<file path="config.mk">
export PLATFORM = sky130hd
export DESIGN_NAME = nvac_ctrl
export DESIGN_NICKNAME = d
export VERILOG_FILES = /design/src/design/nvac_byte_mem.v /design/src/design/nvac_ctrl.v
export VERILOG_INCLUDE_DIRS = /design/src /design/src/include
export SDC_FILE = /design/constraint.sdc
export NUM_CORES = 2
export LEC_CHECK = 0
export ABC_AREA = 1
export BUFFER_PORTS_ARGS = -buffer_cell sky130_fd_sc_hd__buf_2
export CAP_MARGIN = 5
export CORE_MARGIN = 5
export CORE_UTILIZATION = 45
export CTS_CLUSTER_SIZE = 14
export DETAILED_ROUTE_END_ITERATION = 7
export MAX_ROUTING_LAYER = met4
export PLACE_DENSITY = 0.7
export SLEW_MARGIN = 5
export SYNTH_ARGS = -nofsm -noshare
export SYNTH_HDL_FRONTEND = slang
export SYNTH_SLANG_ARGS = --single-unit
</file>
<file path="constraint.sdc">
create_clock -name mclk_i -period 14.9 [get_ports mclk_i]
set_input_delay 2.235 -clock mclk_i [delete_from_list [all_inputs] [get_ports mclk_i]]
set_output_delay 2.235 -clock mclk_i [all_outputs]
set_load 0.02 [all_outputs]
</file>
<file path="src/include/nvac_map.vh">
// Purpose: Register offsets, field positions, reset values and timing counts
//          for the nonvolatile memory access controller.
// Assumes: APB with 32-bit data, one aligned word per register.
// Notes:   Definitions only.
`ifndef NVAC_MAP_VH
`define NVAC_MAP_VH

// ----------------------------------------
// Register byte offsets
// ----------------------------------------
`define NVAC_OFF_DATA_LO 12'h000
`define NVAC_OFF_DATA_HI 12'h004
`define NVAC_OFF_ADDR_LO 12'h008
`define NVAC_OFF_ADDR_HI 12'h00C
`define NVAC_OFF_CTRL 12'h010
`define NVAC_OFF_UNLOCK 12'h014
`define NVAC_OFF_FLAGS 12'h018
`define NVAC_OFF_PROT 12'h01C

// ----------------------------------------
// Control, flag and protection register fields
// ----------------------------------------
`define NVAC_CTRL_RD 0
`define NVAC_CTRL_WR 1
`define NVAC_CTRL_WALLOW 2
`define NVAC_CTRL_WABORT 3
`define NVAC_CTRL_PGD 7
`define NVAC_FLAG_DONE 0
`define NVAC_PROT_CP 0

// ----------------------------------------
// Reset values and unlock keys
// ----------------------------------------
`define NVAC_RST_BYTE 8'h00
`define NVAC_KEY_ONE 8'h55
`define NVAC_KEY_TWO 8'hAA

// ----------------------------------------
// Timing
// ----------------------------------------
`define NVAC_CLK_NS 10
`define NVAC_WRITE_US 5000
`define NVAC_WRITE_CYC ((`NVAC_WRITE_US * 1000) / `NVAC_CLK_NS)
`define NVAC_ERASE_FRAC 2

`endif

</file>
<file path="src/design/nvac_byte_mem.v">
// Purpose: Byte-wide data memory array with registered read data.
// Assumes: Single port, one access per clock.
// Notes:   Contents are not cleared by reset, as in a real array.
`timescale 1ns/10ps
`default_nettype none

module nvac_byte_mem #(
  parameter AW = 8,
  parameter DW = 8
) (
  input wire mclk_i,
  input wire we_i,
  input wire [AW-1:0] addr_i,
  input wire [DW-1:0] wdata_i,
  output reg [DW-1:0] rdata_o
);

  reg [DW-1:0] mem_q [0:(1<<AW)-1];

  always @(posedge mclk_i)
  begin
    if (we_i)
    begin
      mem_q[addr_i] <= wdata_i;
    end
    rdata_o <= mem_q[addr_i];
  end

endmodule

`default_nettype wire

</file>
<file path="src/design/nvac_ctrl.v">
// Purpose: APB-reached controller for the data EEPROM and program Flash reads.
// Assumes: Program Flash is a synchronous array outside, read data one cycle
//          after the address; external resets are already synchronised.
// Notes:   Data EEPROM array lives in nvac_byte_mem.
//
// The register offsets and the APB slave port were decided locally.
`timescale 1ns/10ps
`default_nettype none
`include "nvac_map.vh"

module nvac_ctrl #(
  parameter DATA_AW = 8,
  parameter WRITE_CYC = `NVAC_WRITE_CYC
) (
  input wire mclk_i,
  input wire reset_i,
  input wire por_i,
  input wire ext_reset_i,
  input wire psel_i,
  input wire penable_i,
  input wire pwrite_i,
  input wire [11:0] paddr_i,
  input wire [31:0] pwdata_i,
  output reg [31:0] prdata_o,
  output wire pready_o,
  output wire pslverr_o,
  input wire prog_port_req_i,
  output wire prog_port_block_o,
  output wire [11:0] flash_addr_o,
  output wire flash_rd_o,
  input wire [13:0] flash_data_i,
  output wire busy_o,
  output wire write_done_o
);

  // ----------------------------------------
  // State and registers
  // ----------------------------------------
  localparam ST_IDLE = 5'b00001;
  localparam ST_DRD = 5'b00010;
  localparam ST_PRD = 5'b00100;
  localparam ST_ERASE = 5'b01000;
  localparam ST_PROG = 5'b10000;

  localparam [31:0] ERASE_CYC = WRITE_CYC / `NVAC_ERASE_FRAC;

  reg [4:0] state_q;
  reg [4:0] state_d;
  reg [7:0] data_lo_q;
  reg [5:0] data_hi_q;
  reg [7:0] addr_lo_q;
  reg [3:0] addr_hi_q;
  reg pgd_q;
  reg wallow_q;
  reg wabort_q;
  reg rd_q;
  reg wr_q;
  reg done_q;
  reg cp_q;
  reg [1:0] unlock_q;
  reg [31:0] tmr_q;
  reg [7:0] wbyte_q;
  reg [1:0] req_sync_q;

  wire [7:0] mem_rdata;
  wire mem_we;
  wire [7:0] mem_wdata;
  wire [DATA_AW-1:0] mem_addr;

  // ----------------------------------------
  // APB decode
  // ----------------------------------------
  wire acc = psel_i & penable_i;
  wire wacc = acc & pwrite_i;
  wire mapped = (paddr_i[11:5] == 7'h00) && (paddr_i[1:0] == 2'b00);
  wire w_dlo = wacc && paddr_i == `NVAC_OFF_DATA_LO;
  wire w_dhi = wacc && paddr_i == `NVAC_OFF_DATA_HI;
  wire w_alo = wacc && paddr_i == `NVAC_OFF_ADDR_LO;
  wire w_ahi = wacc && paddr_i == `NVAC_OFF_ADDR_HI;
  wire w_ctl = wacc && paddr_i == `NVAC_OFF_CTRL;
  wire w_unl = wacc && paddr_i == `NVAC_OFF_UNLOCK;
  wire w_flg = wacc && paddr_i == `NVAC_OFF_FLAGS;
  wire w_prt = wacc && paddr_i == `NVAC_OFF_PROT;
  wire writing = (state_q == ST_ERASE) || (state_q == ST_PROG);
  wire idle = (state_q == ST_IDLE);

  assign pready_o = 1'b1;
  assign pslverr_o = acc & ~mapped;

  wire rd_go = w_ctl & pwdata_i[`NVAC_CTRL_RD] & idle & ~rd_q;
  // Unlock pair must directly precede the write start
  wire wr_go = w_ctl & pwdata_i[`NVAC_CTRL_WR] & idle & ~pwdata_i[`NVAC_CTRL_RD]
               & wallow_q & (unlock_q == 2'b10) & ~pgd_q;

  // ----------------------------------------
  // Sequencer
  // ----------------------------------------
  always @*
  begin
    state_d = state_q;
    case (state_q)
      ST_IDLE:
      begin
        if (rd_go)
        begin
          state_d = pwdata_i[`NVAC_CTRL_PGD] ? ST_PRD : ST_DRD;
        end
        else if (wr_go)
        begin
          state_d = ST_ERASE;
        end
      end
      ST_DRD: state_d = ST_IDLE;
      ST_PRD: state_d = ST_IDLE;
      // Internal timer paces erase then program
      ST_ERASE:
      begin
        if (tmr_q == 32'h00000000)
        begin
          state_d = ST_PROG;
        end
      end
      ST_PROG:
      begin
        if (tmr_q == 32'h00000000)
        begin
          state_d = ST_IDLE;
        end
      end
      default: state_d = ST_IDLE;
    endcase
  end

  // Reduced variant uses a narrower address
  assign mem_addr = writing ? wbyte_q[DATA_AW-1:0] : addr_lo_q[DATA_AW-1:0];
  // Erase writes all ones, then the new byte is programmed
  assign mem_we = ((state_q == ST_ERASE) || (state_q == ST_PROG)) && (tmr_q == 32'h00000000);
  assign mem_wdata = (state_q == ST_ERASE) ? 8'hFF : data_lo_q;
  // Flash gets only address and read strobe, never a write path
  assign flash_addr_o = {addr_hi_q, addr_lo_q};
  assign flash_rd_o = rd_go & pwdata_i[`NVAC_CTRL_PGD];
  // Only the external programmer is locked out
  assign prog_port_block_o = cp_q & req_sync_q[1];
  assign busy_o = wr_q;
  assign write_done_o = done_q;

  always @(posedge mclk_i or posedge reset_i)
  begin
    if (reset_i)
    begin
      state_q <= ST_IDLE;
      tmr_q <= 32'h00000000;
      wbyte_q <= `NVAC_RST_BYTE;
    end
    else
    begin
      state_q <= state_d;
      if (idle && wr_go)
      begin
        tmr_q <= ERASE_CYC - 32'h00000001;
        wbyte_q <= addr_lo_q;
      end
      else if (state_q == ST_ERASE && tmr_q == 32'h00000000)
      begin
        tmr_q <= WRITE_CYC - ERASE_CYC - 32'h00000001;
      end
      else if (tmr_q != 32'h00000000)
      begin
        tmr_q <= tmr_q - 32'h00000001;
      end
    end
  end

  // ----------------------------------------
  // Register file
  // ----------------------------------------
  always @(posedge mclk_i or posedge reset_i)
  begin
    if (reset_i)
    begin
      data_lo_q <= `NVAC_RST_BYTE;
      data_hi_q <= 6'h00;
      addr_lo_q <= `NVAC_RST_BYTE;
      addr_hi_q <= 4'h0;
      pgd_q <= 1'b0;
      rd_q <= 1'b0;
      wr_q <= 1'b0;
      unlock_q <= 2'b00;
      cp_q <= 1'b0;
      req_sync_q <= 2'b00;
    end
    else
    begin
      if (w_dlo)
      begin
        data_lo_q <= pwdata_i[7:0];
      end
      if (w_dhi)
      begin
        data_hi_q <= pwdata_i[5:0];
      end
      if (w_alo && !writing)
      begin
        addr_lo_q <= pwdata_i[7:0];
      end
      if (w_ahi && !writing)
      begin
        addr_hi_q <= pwdata_i[3:0];
      end
      if (w_ctl && !writing)
      begin
        pgd_q <= pwdata_i[`NVAC_CTRL_PGD];
      end
      if (w_prt)
      begin
        cp_q <= pwdata_i[`NVAC_PROT_CP];
      end
      // Programmer request is a pin: two stages, only the second is read
      req_sync_q <= {req_sync_q[0], prog_port_req_i};
      // Read data captured one cycle after the start
      if (state_q == ST_DRD)
      begin
        data_lo_q <= mem_rdata;
      end
      if (state_q == ST_PRD)
      begin
        // Fourteen-bit word split over the data pair
        data_lo_q <= flash_data_i[7:0];
        data_hi_q <= flash_data_i[13:8];
      end
      // Set by software only, cleared by hardware
      rd_q <= rd_go;
      if (wr_go)
      begin
        wr_q <= 1'b1;
      end
      else if (state_q == ST_PROG && tmr_q == 32'h00000000)
      begin
        wr_q <= 1'b0;
      end
      // Any other access breaks the unlock sequence
      if (w_unl && unlock_q == 2'b00 && pwdata_i[7:0] == `NVAC_KEY_ONE)
      begin
        unlock_q <= 2'b01;
      end
      else if (w_unl && unlock_q == 2'b01 && pwdata_i[7:0] == `NVAC_KEY_TWO)
      begin
        unlock_q <= 2'b10;
      end
      else if (acc)
      begin
        unlock_q <= 2'b00;
      end
    end
  end

  // Write-allow and aborted flag survive external resets; power-up is the only reset that clears them
  always @(posedge mclk_i or posedge por_i)
  begin
    if (por_i)
    begin
      wallow_q <= 1'b0;
      wabort_q <= 1'b0;
      done_q <= 1'b0;
    end
    else
    begin
      if (w_ctl)
      begin
        wallow_q <= pwdata_i[`NVAC_CTRL_WALLOW];
      end
      // Reset during a write marks it aborted; set beats clear
      if (ext_reset_i && wr_q)
      begin
        wabort_q <= 1'b1;
      end
      else if (w_ctl && !pwdata_i[`NVAC_CTRL_WABORT])
      begin
        wabort_q <= 1'b0;
      end
      // Sticky completion flag; set beats clear
      if (state_q == ST_PROG && tmr_q == 32'h00000000)
      begin
        done_q <= 1'b1;
      end
      else if (w_flg && !pwdata_i[`NVAC_FLAG_DONE])
      begin
        done_q <= 1'b0;
      end
    end
  end

  // ----------------------------------------
  // Read mux
  // ----------------------------------------
  always @*
  begin
    prdata_o = 32'h00000000;
    case (paddr_i)
      `NVAC_OFF_DATA_LO: prdata_o[7:0] = data_lo_q;
      `NVAC_OFF_DATA_HI: prdata_o[5:0] = data_hi_q;
      `NVAC_OFF_ADDR_LO: prdata_o[7:0] = addr_lo_q;
      `NVAC_OFF_ADDR_HI: prdata_o[3:0] = addr_hi_q;
      `NVAC_OFF_CTRL: prdata_o[7:0] = {pgd_q, 3'b000, wabort_q, wallow_q, wr_q, rd_q};
      `NVAC_OFF_UNLOCK: prdata_o = 32'h00000000;
      `NVAC_OFF_FLAGS: prdata_o[0] = done_q;
      `NVAC_OFF_PROT: prdata_o[0] = cp_q;
      default: prdata_o = 32'h00000000;
    endcase
  end

  // ----------------------------------------
  // Data EEPROM array
  // ----------------------------------------
  // Array reached only through this controller
  nvac_byte_mem #(
    .AW(DATA_AW),
    .DW(8)
  ) u_mem (
    .mclk_i(mclk_i),
    .we_i(mem_we),
    .addr_i(mem_addr),
    .wdata_i(mem_wdata),
    .rdata_o(mem_rdata)
  );

  // Flash spans 4K words through the twelve-bit address
endmodule

`default_nettype wire

</file>
==> flow_metrics.py <==
metrics = {
    "route": {
        "routed_via_density": 5.31,
        "wl_per_cell_um": 19.7,
        "wl_um": 231000,
        "drtIter0Drc": 7147,
        "drt.antenna.violating_nets": 0,
        "drc": 0,
        "first_pass_iters": 8,
        "vias": 62400,
    },
    "place": {
        "io_buffer_count": 66,
        "placed_cells": 11300,
        "dp_hpwl_um": 128000,
        "place_ws_ns": 7.84,
        "place.gp.congestion": 0.896,
        "place_area_sq_mm": 0.0934,
    },
    "layout": {
        "final_area_sq_mm": 0.100,
        "drive_above_1_share_pct": 5.50,
        "instances_no_fill": 11800,
        "utilization_pct": 49.6,
        "fin_nets": 8960,
        "syn2layout_area_growth_pct": 9.97,
        "fill_cells": 17500,
        "layout_common_cells": "nand2_1, edfxtp_1, nor2_1, nand3_1, clkbuf_16",
        "layout_commonest_cell": "nand2_1",
    },
    "pwr": {
        "switchingPower_mw": 4.01,
        "p_leak_nw": 39.8,
        "power_mw": 14.3,
        "switching_share_pct": 28.1,
        "p_int_mw": 10.3,
        "pwr-share-clk_pct": 36.0,
        "sequentialPowerShare_pct": 48.7,
        "pwr-share-comb_pct": 15.4,
        "power.density_mw_per_mm2": 143,
        "peakVddDrop_mv": 0.130,
    },
    "synth": {
        "yosysWarnings": 0,
        "ys_seq_area_share_pct": 70.0,
        "synth_edf_count": 2048,
        "synthArstFlopShare_pct": 3.84,
        "ys_ff_latch": 2138,
        "syn_avg_cell_area_sq_um": 10.1,
        "synthTopCellsByArea": "edfxtp_1, nand2_1, dfrtp_1, nor2_1, nand3_1",
        "yosysTopAreaCellShare_pct": 67.6,
        "syn_area_sq_mm": 0.0910,
        "synth.distinct_cells": 47,
        "synth_cells": 9006,
        "synth_top_cell_by_area": "edfxtp_1",
        "synth_flop_cell": "edfxtp_1",
    },
    "sta": {
        "max_freq_ghz": 0.138,
        "slew_headroom_pct": 15.5,
        "hold_violations": 0,
        "whs_ns": 0.341,
        "drv_slew": 0,
        "worst-slew-pin-transition_ns": 1.27,
        "finalClockSkew_ns": 0.0266,
        "rsz0062_at_grt": "no",
        "fin_crit_ns": 7.24,
        "finalCritPeriodShare_pct": 48.6,
        "finalWorstSetupSlack_ns": 7.66,
        "final.setup.tns_ns": 0,
        "setup-violations-final": 0,
    },
    "grt": {
        "grt_overflow": 0,
        "gr-usage-all-layers_pct": 22.0,
        "grt_pass1_wl_um": 351000,
        "grt_antenna_before_repair": 4,
        "grt_pass1_vias": 59000,
        "grt_max_degree": 236,
    },
    "worst_setup_path": {
        "crit_path_frequent_cell": "nand2_1",
        "cp_top_family": "simple AND/OR/NAND/NOR gates",
        "path_class": "flop to flop",
        "cpPeakStageDelay_ns": 0.98,
        "crit_required_ns": 15.68,
        "arrival_ns": 8.02,
        "crit_slowest_cell": "buf_4",
        "endpoint_kind": "flop",
        "crit_path_start_kind": "flop",
        "crit_chain": "nor2_2, nand3_2, nand2_4, nand2_4, nand2_8, buf_4, buf_4, buf_4, nand2_1, nand2_1, nand2_1, nand2_1, nand2_1, nand2_1, o21ai_1, nand2_1, nor2_1, nor2_1, nor2_1, nand2_1",
        "crit_buf_inv": 3,
        "worst-path-max-fanout": 132,
    },
    "floorplan": {
        "fp.dieW_um": 460,
        "pin_count": 116,
        "row_count": 165,
        "die_area_sq_mm": 0.211,
        "fp.dieH_um": 460,
        "fp.coreArea_sq_mm": 0.202,
        "start_util_pct": 45.1,
    },
    "clocking": {
        "clkTransAtPathRegs_ns": 0.06,
        "clkLatencyLatePin_ns": 0.84,
        "cts_hold_buf": 0,
        "h-tree-depth": 4,
        "cts_sinks": 2138,
        "cts_buffers": 214,
        "cts_setup_buffers": 0,
        "clockRootBuffer": "clkbuf_16",
        "clk_path_buf_depth": 3,
        "ctsResizeCount": 0,
        "cts_tree": "yes",
    },
    "flow_run": {
        "maxCapViolCount": 0,
    },
    "outcome": {
        "status": "finished clean",
    },
    "min_path": {
        "hold_class": "flop to flop",
    },
}
==> layout make-up <==
class / count / area, sq um / share of cell area (%)
Antenna cell: 2 / 5.00 / 0.00500
Clock buffer: 280 / 5670 / 5.67
Clock inverter: 120 / 1010 / 1.01
Inverter: 108 / 414 / 0.414
Multi-Input combinational cell: 6286 / 24900 / 24.9
Sequential cell: 2138 / 63700 / 63.7
Tap cell: 2672 / 3340 / 3.34
Timing Repair Buffer: 144 / 1020 / 1.02
==> power groups by stage <==
stage	sequential [mW]	combinational, mW	clock, mW
finish	6.94	2.19	5.13
CTS	6.94	2.17	5.19
detailed placement	7.07	2.16	0
global placement	7.07	2.13	0
global route	6.94	2.40	5.45
floorplan	7.16	1.35	0
==> per-layer routing <==
| metal | global-route usage, % | vias up | routed length (um) |
|---|---|---|---|
| met5 | - | - | 0 |
| met4 | 8.13 | 0 | 9060 |
| met3 | 3.85 | 512 | 20400 |
| met2 | 34.4 | 2776 | 108000 |
| met1 | 29.1 | 29800 | 93100 |
| li1 | - | 29300 | - |
==> synthesized netlist by cell type, types with 7 or more instances <==
| master | count |
|---|---|
| o21ai_0 | 53 |
| o221ai_1 | 7 |
| inv_1 | 99 |
| buf_2 | 197 |
| dfrtp_1 | 81 |
| buf_1 | 31 |
| inv_2 | 9 |
| a211oi_1 | 10 |
| nand4_1 | 9 |
| dfxtp_1 | 8 |
| o21ai_1 | 122 |
| buf_4 | 37 |
| nor2_1 | 434 |
| o211ai_1 | 21 |
| nand2_1 | 5181 |
| a21oi_1 | 25 |
| nor3_1 | 25 |
| clkbuf_1 | 229 |
| edfxtp_1 | 2048 |
| nor4_1 | 9 |
| nand3_1 | 317 |
==> worst reg2reg max path, stage by stage (launching register included) <==
cell	delay, ns
dfrtp_1	0.41
nor2_2	0.22
nand3_2	0.58
nand2_4	0.49
nand2_4	0.39
nand2_8	0.85
buf_4	0.89
buf_4	1.00
buf_4	0.93
nand2_1	0.19
nand2_1	0.10
nand2_1	0.06
nand2_1	0.11
nand2_1	0.07
nand2_1	0.16
o21ai_1	0.14
nand2_1	0.27
nor2_1	0.08
nor2_1	0.13
nor2_1	0.06
nand2_1	0.07
==> worst paths after layout <==
check                                         from                        to  slack (ns)  cells after the start
hold reg to reg            req_sync_q[0]$_DFF_PP0_   req_sync_q[1]$_DFF_PP0_        0.34                      0
min in group asynchronous                    por_i      wabort_q$_DFFE_PP0P_        1.26                      2
setup reg to reg            state_q[1]$_DFFE_PP0P_  u_mem.rdata_o[6]$_DFF_P_        7.66                     20
max in group asynchronous                  reset_i  addr_hi_q[2]$_DFFE_PP0P_       12.51                      3
hold / removal             req_sync_q[0]$_DFF_PP0_   req_sync_q[1]$_DFF_PP0_        0.34                      0
setup / recovery            state_q[1]$_DFFE_PP0P_  u_mem.rdata_o[6]$_DFF_P_        7.66                     20
==> cell families after synthesis <==
group | synth area share [%]
simple gates | 25.4
flops | 70.0
buf+inv | 2.93
compound gates | 1.57
xor+xnor | 0.0481
fa+ha+maj | 0.0275
other cells | 0.00826
mux | 0.0124
==> flip-flops by register name, indices dropped and copies added, names as in the netlist, 4 cells and up <==
register,flops
wbyte_q,8
addr_lo_q,8
addr_hi_q,4
u_mem.rdata_o,8
data_hi_q,6
data_lo_q,8
state_q,5
tmr_q,32
u_mem.mem_q,2048
Power figures use the tool's default switching activity.
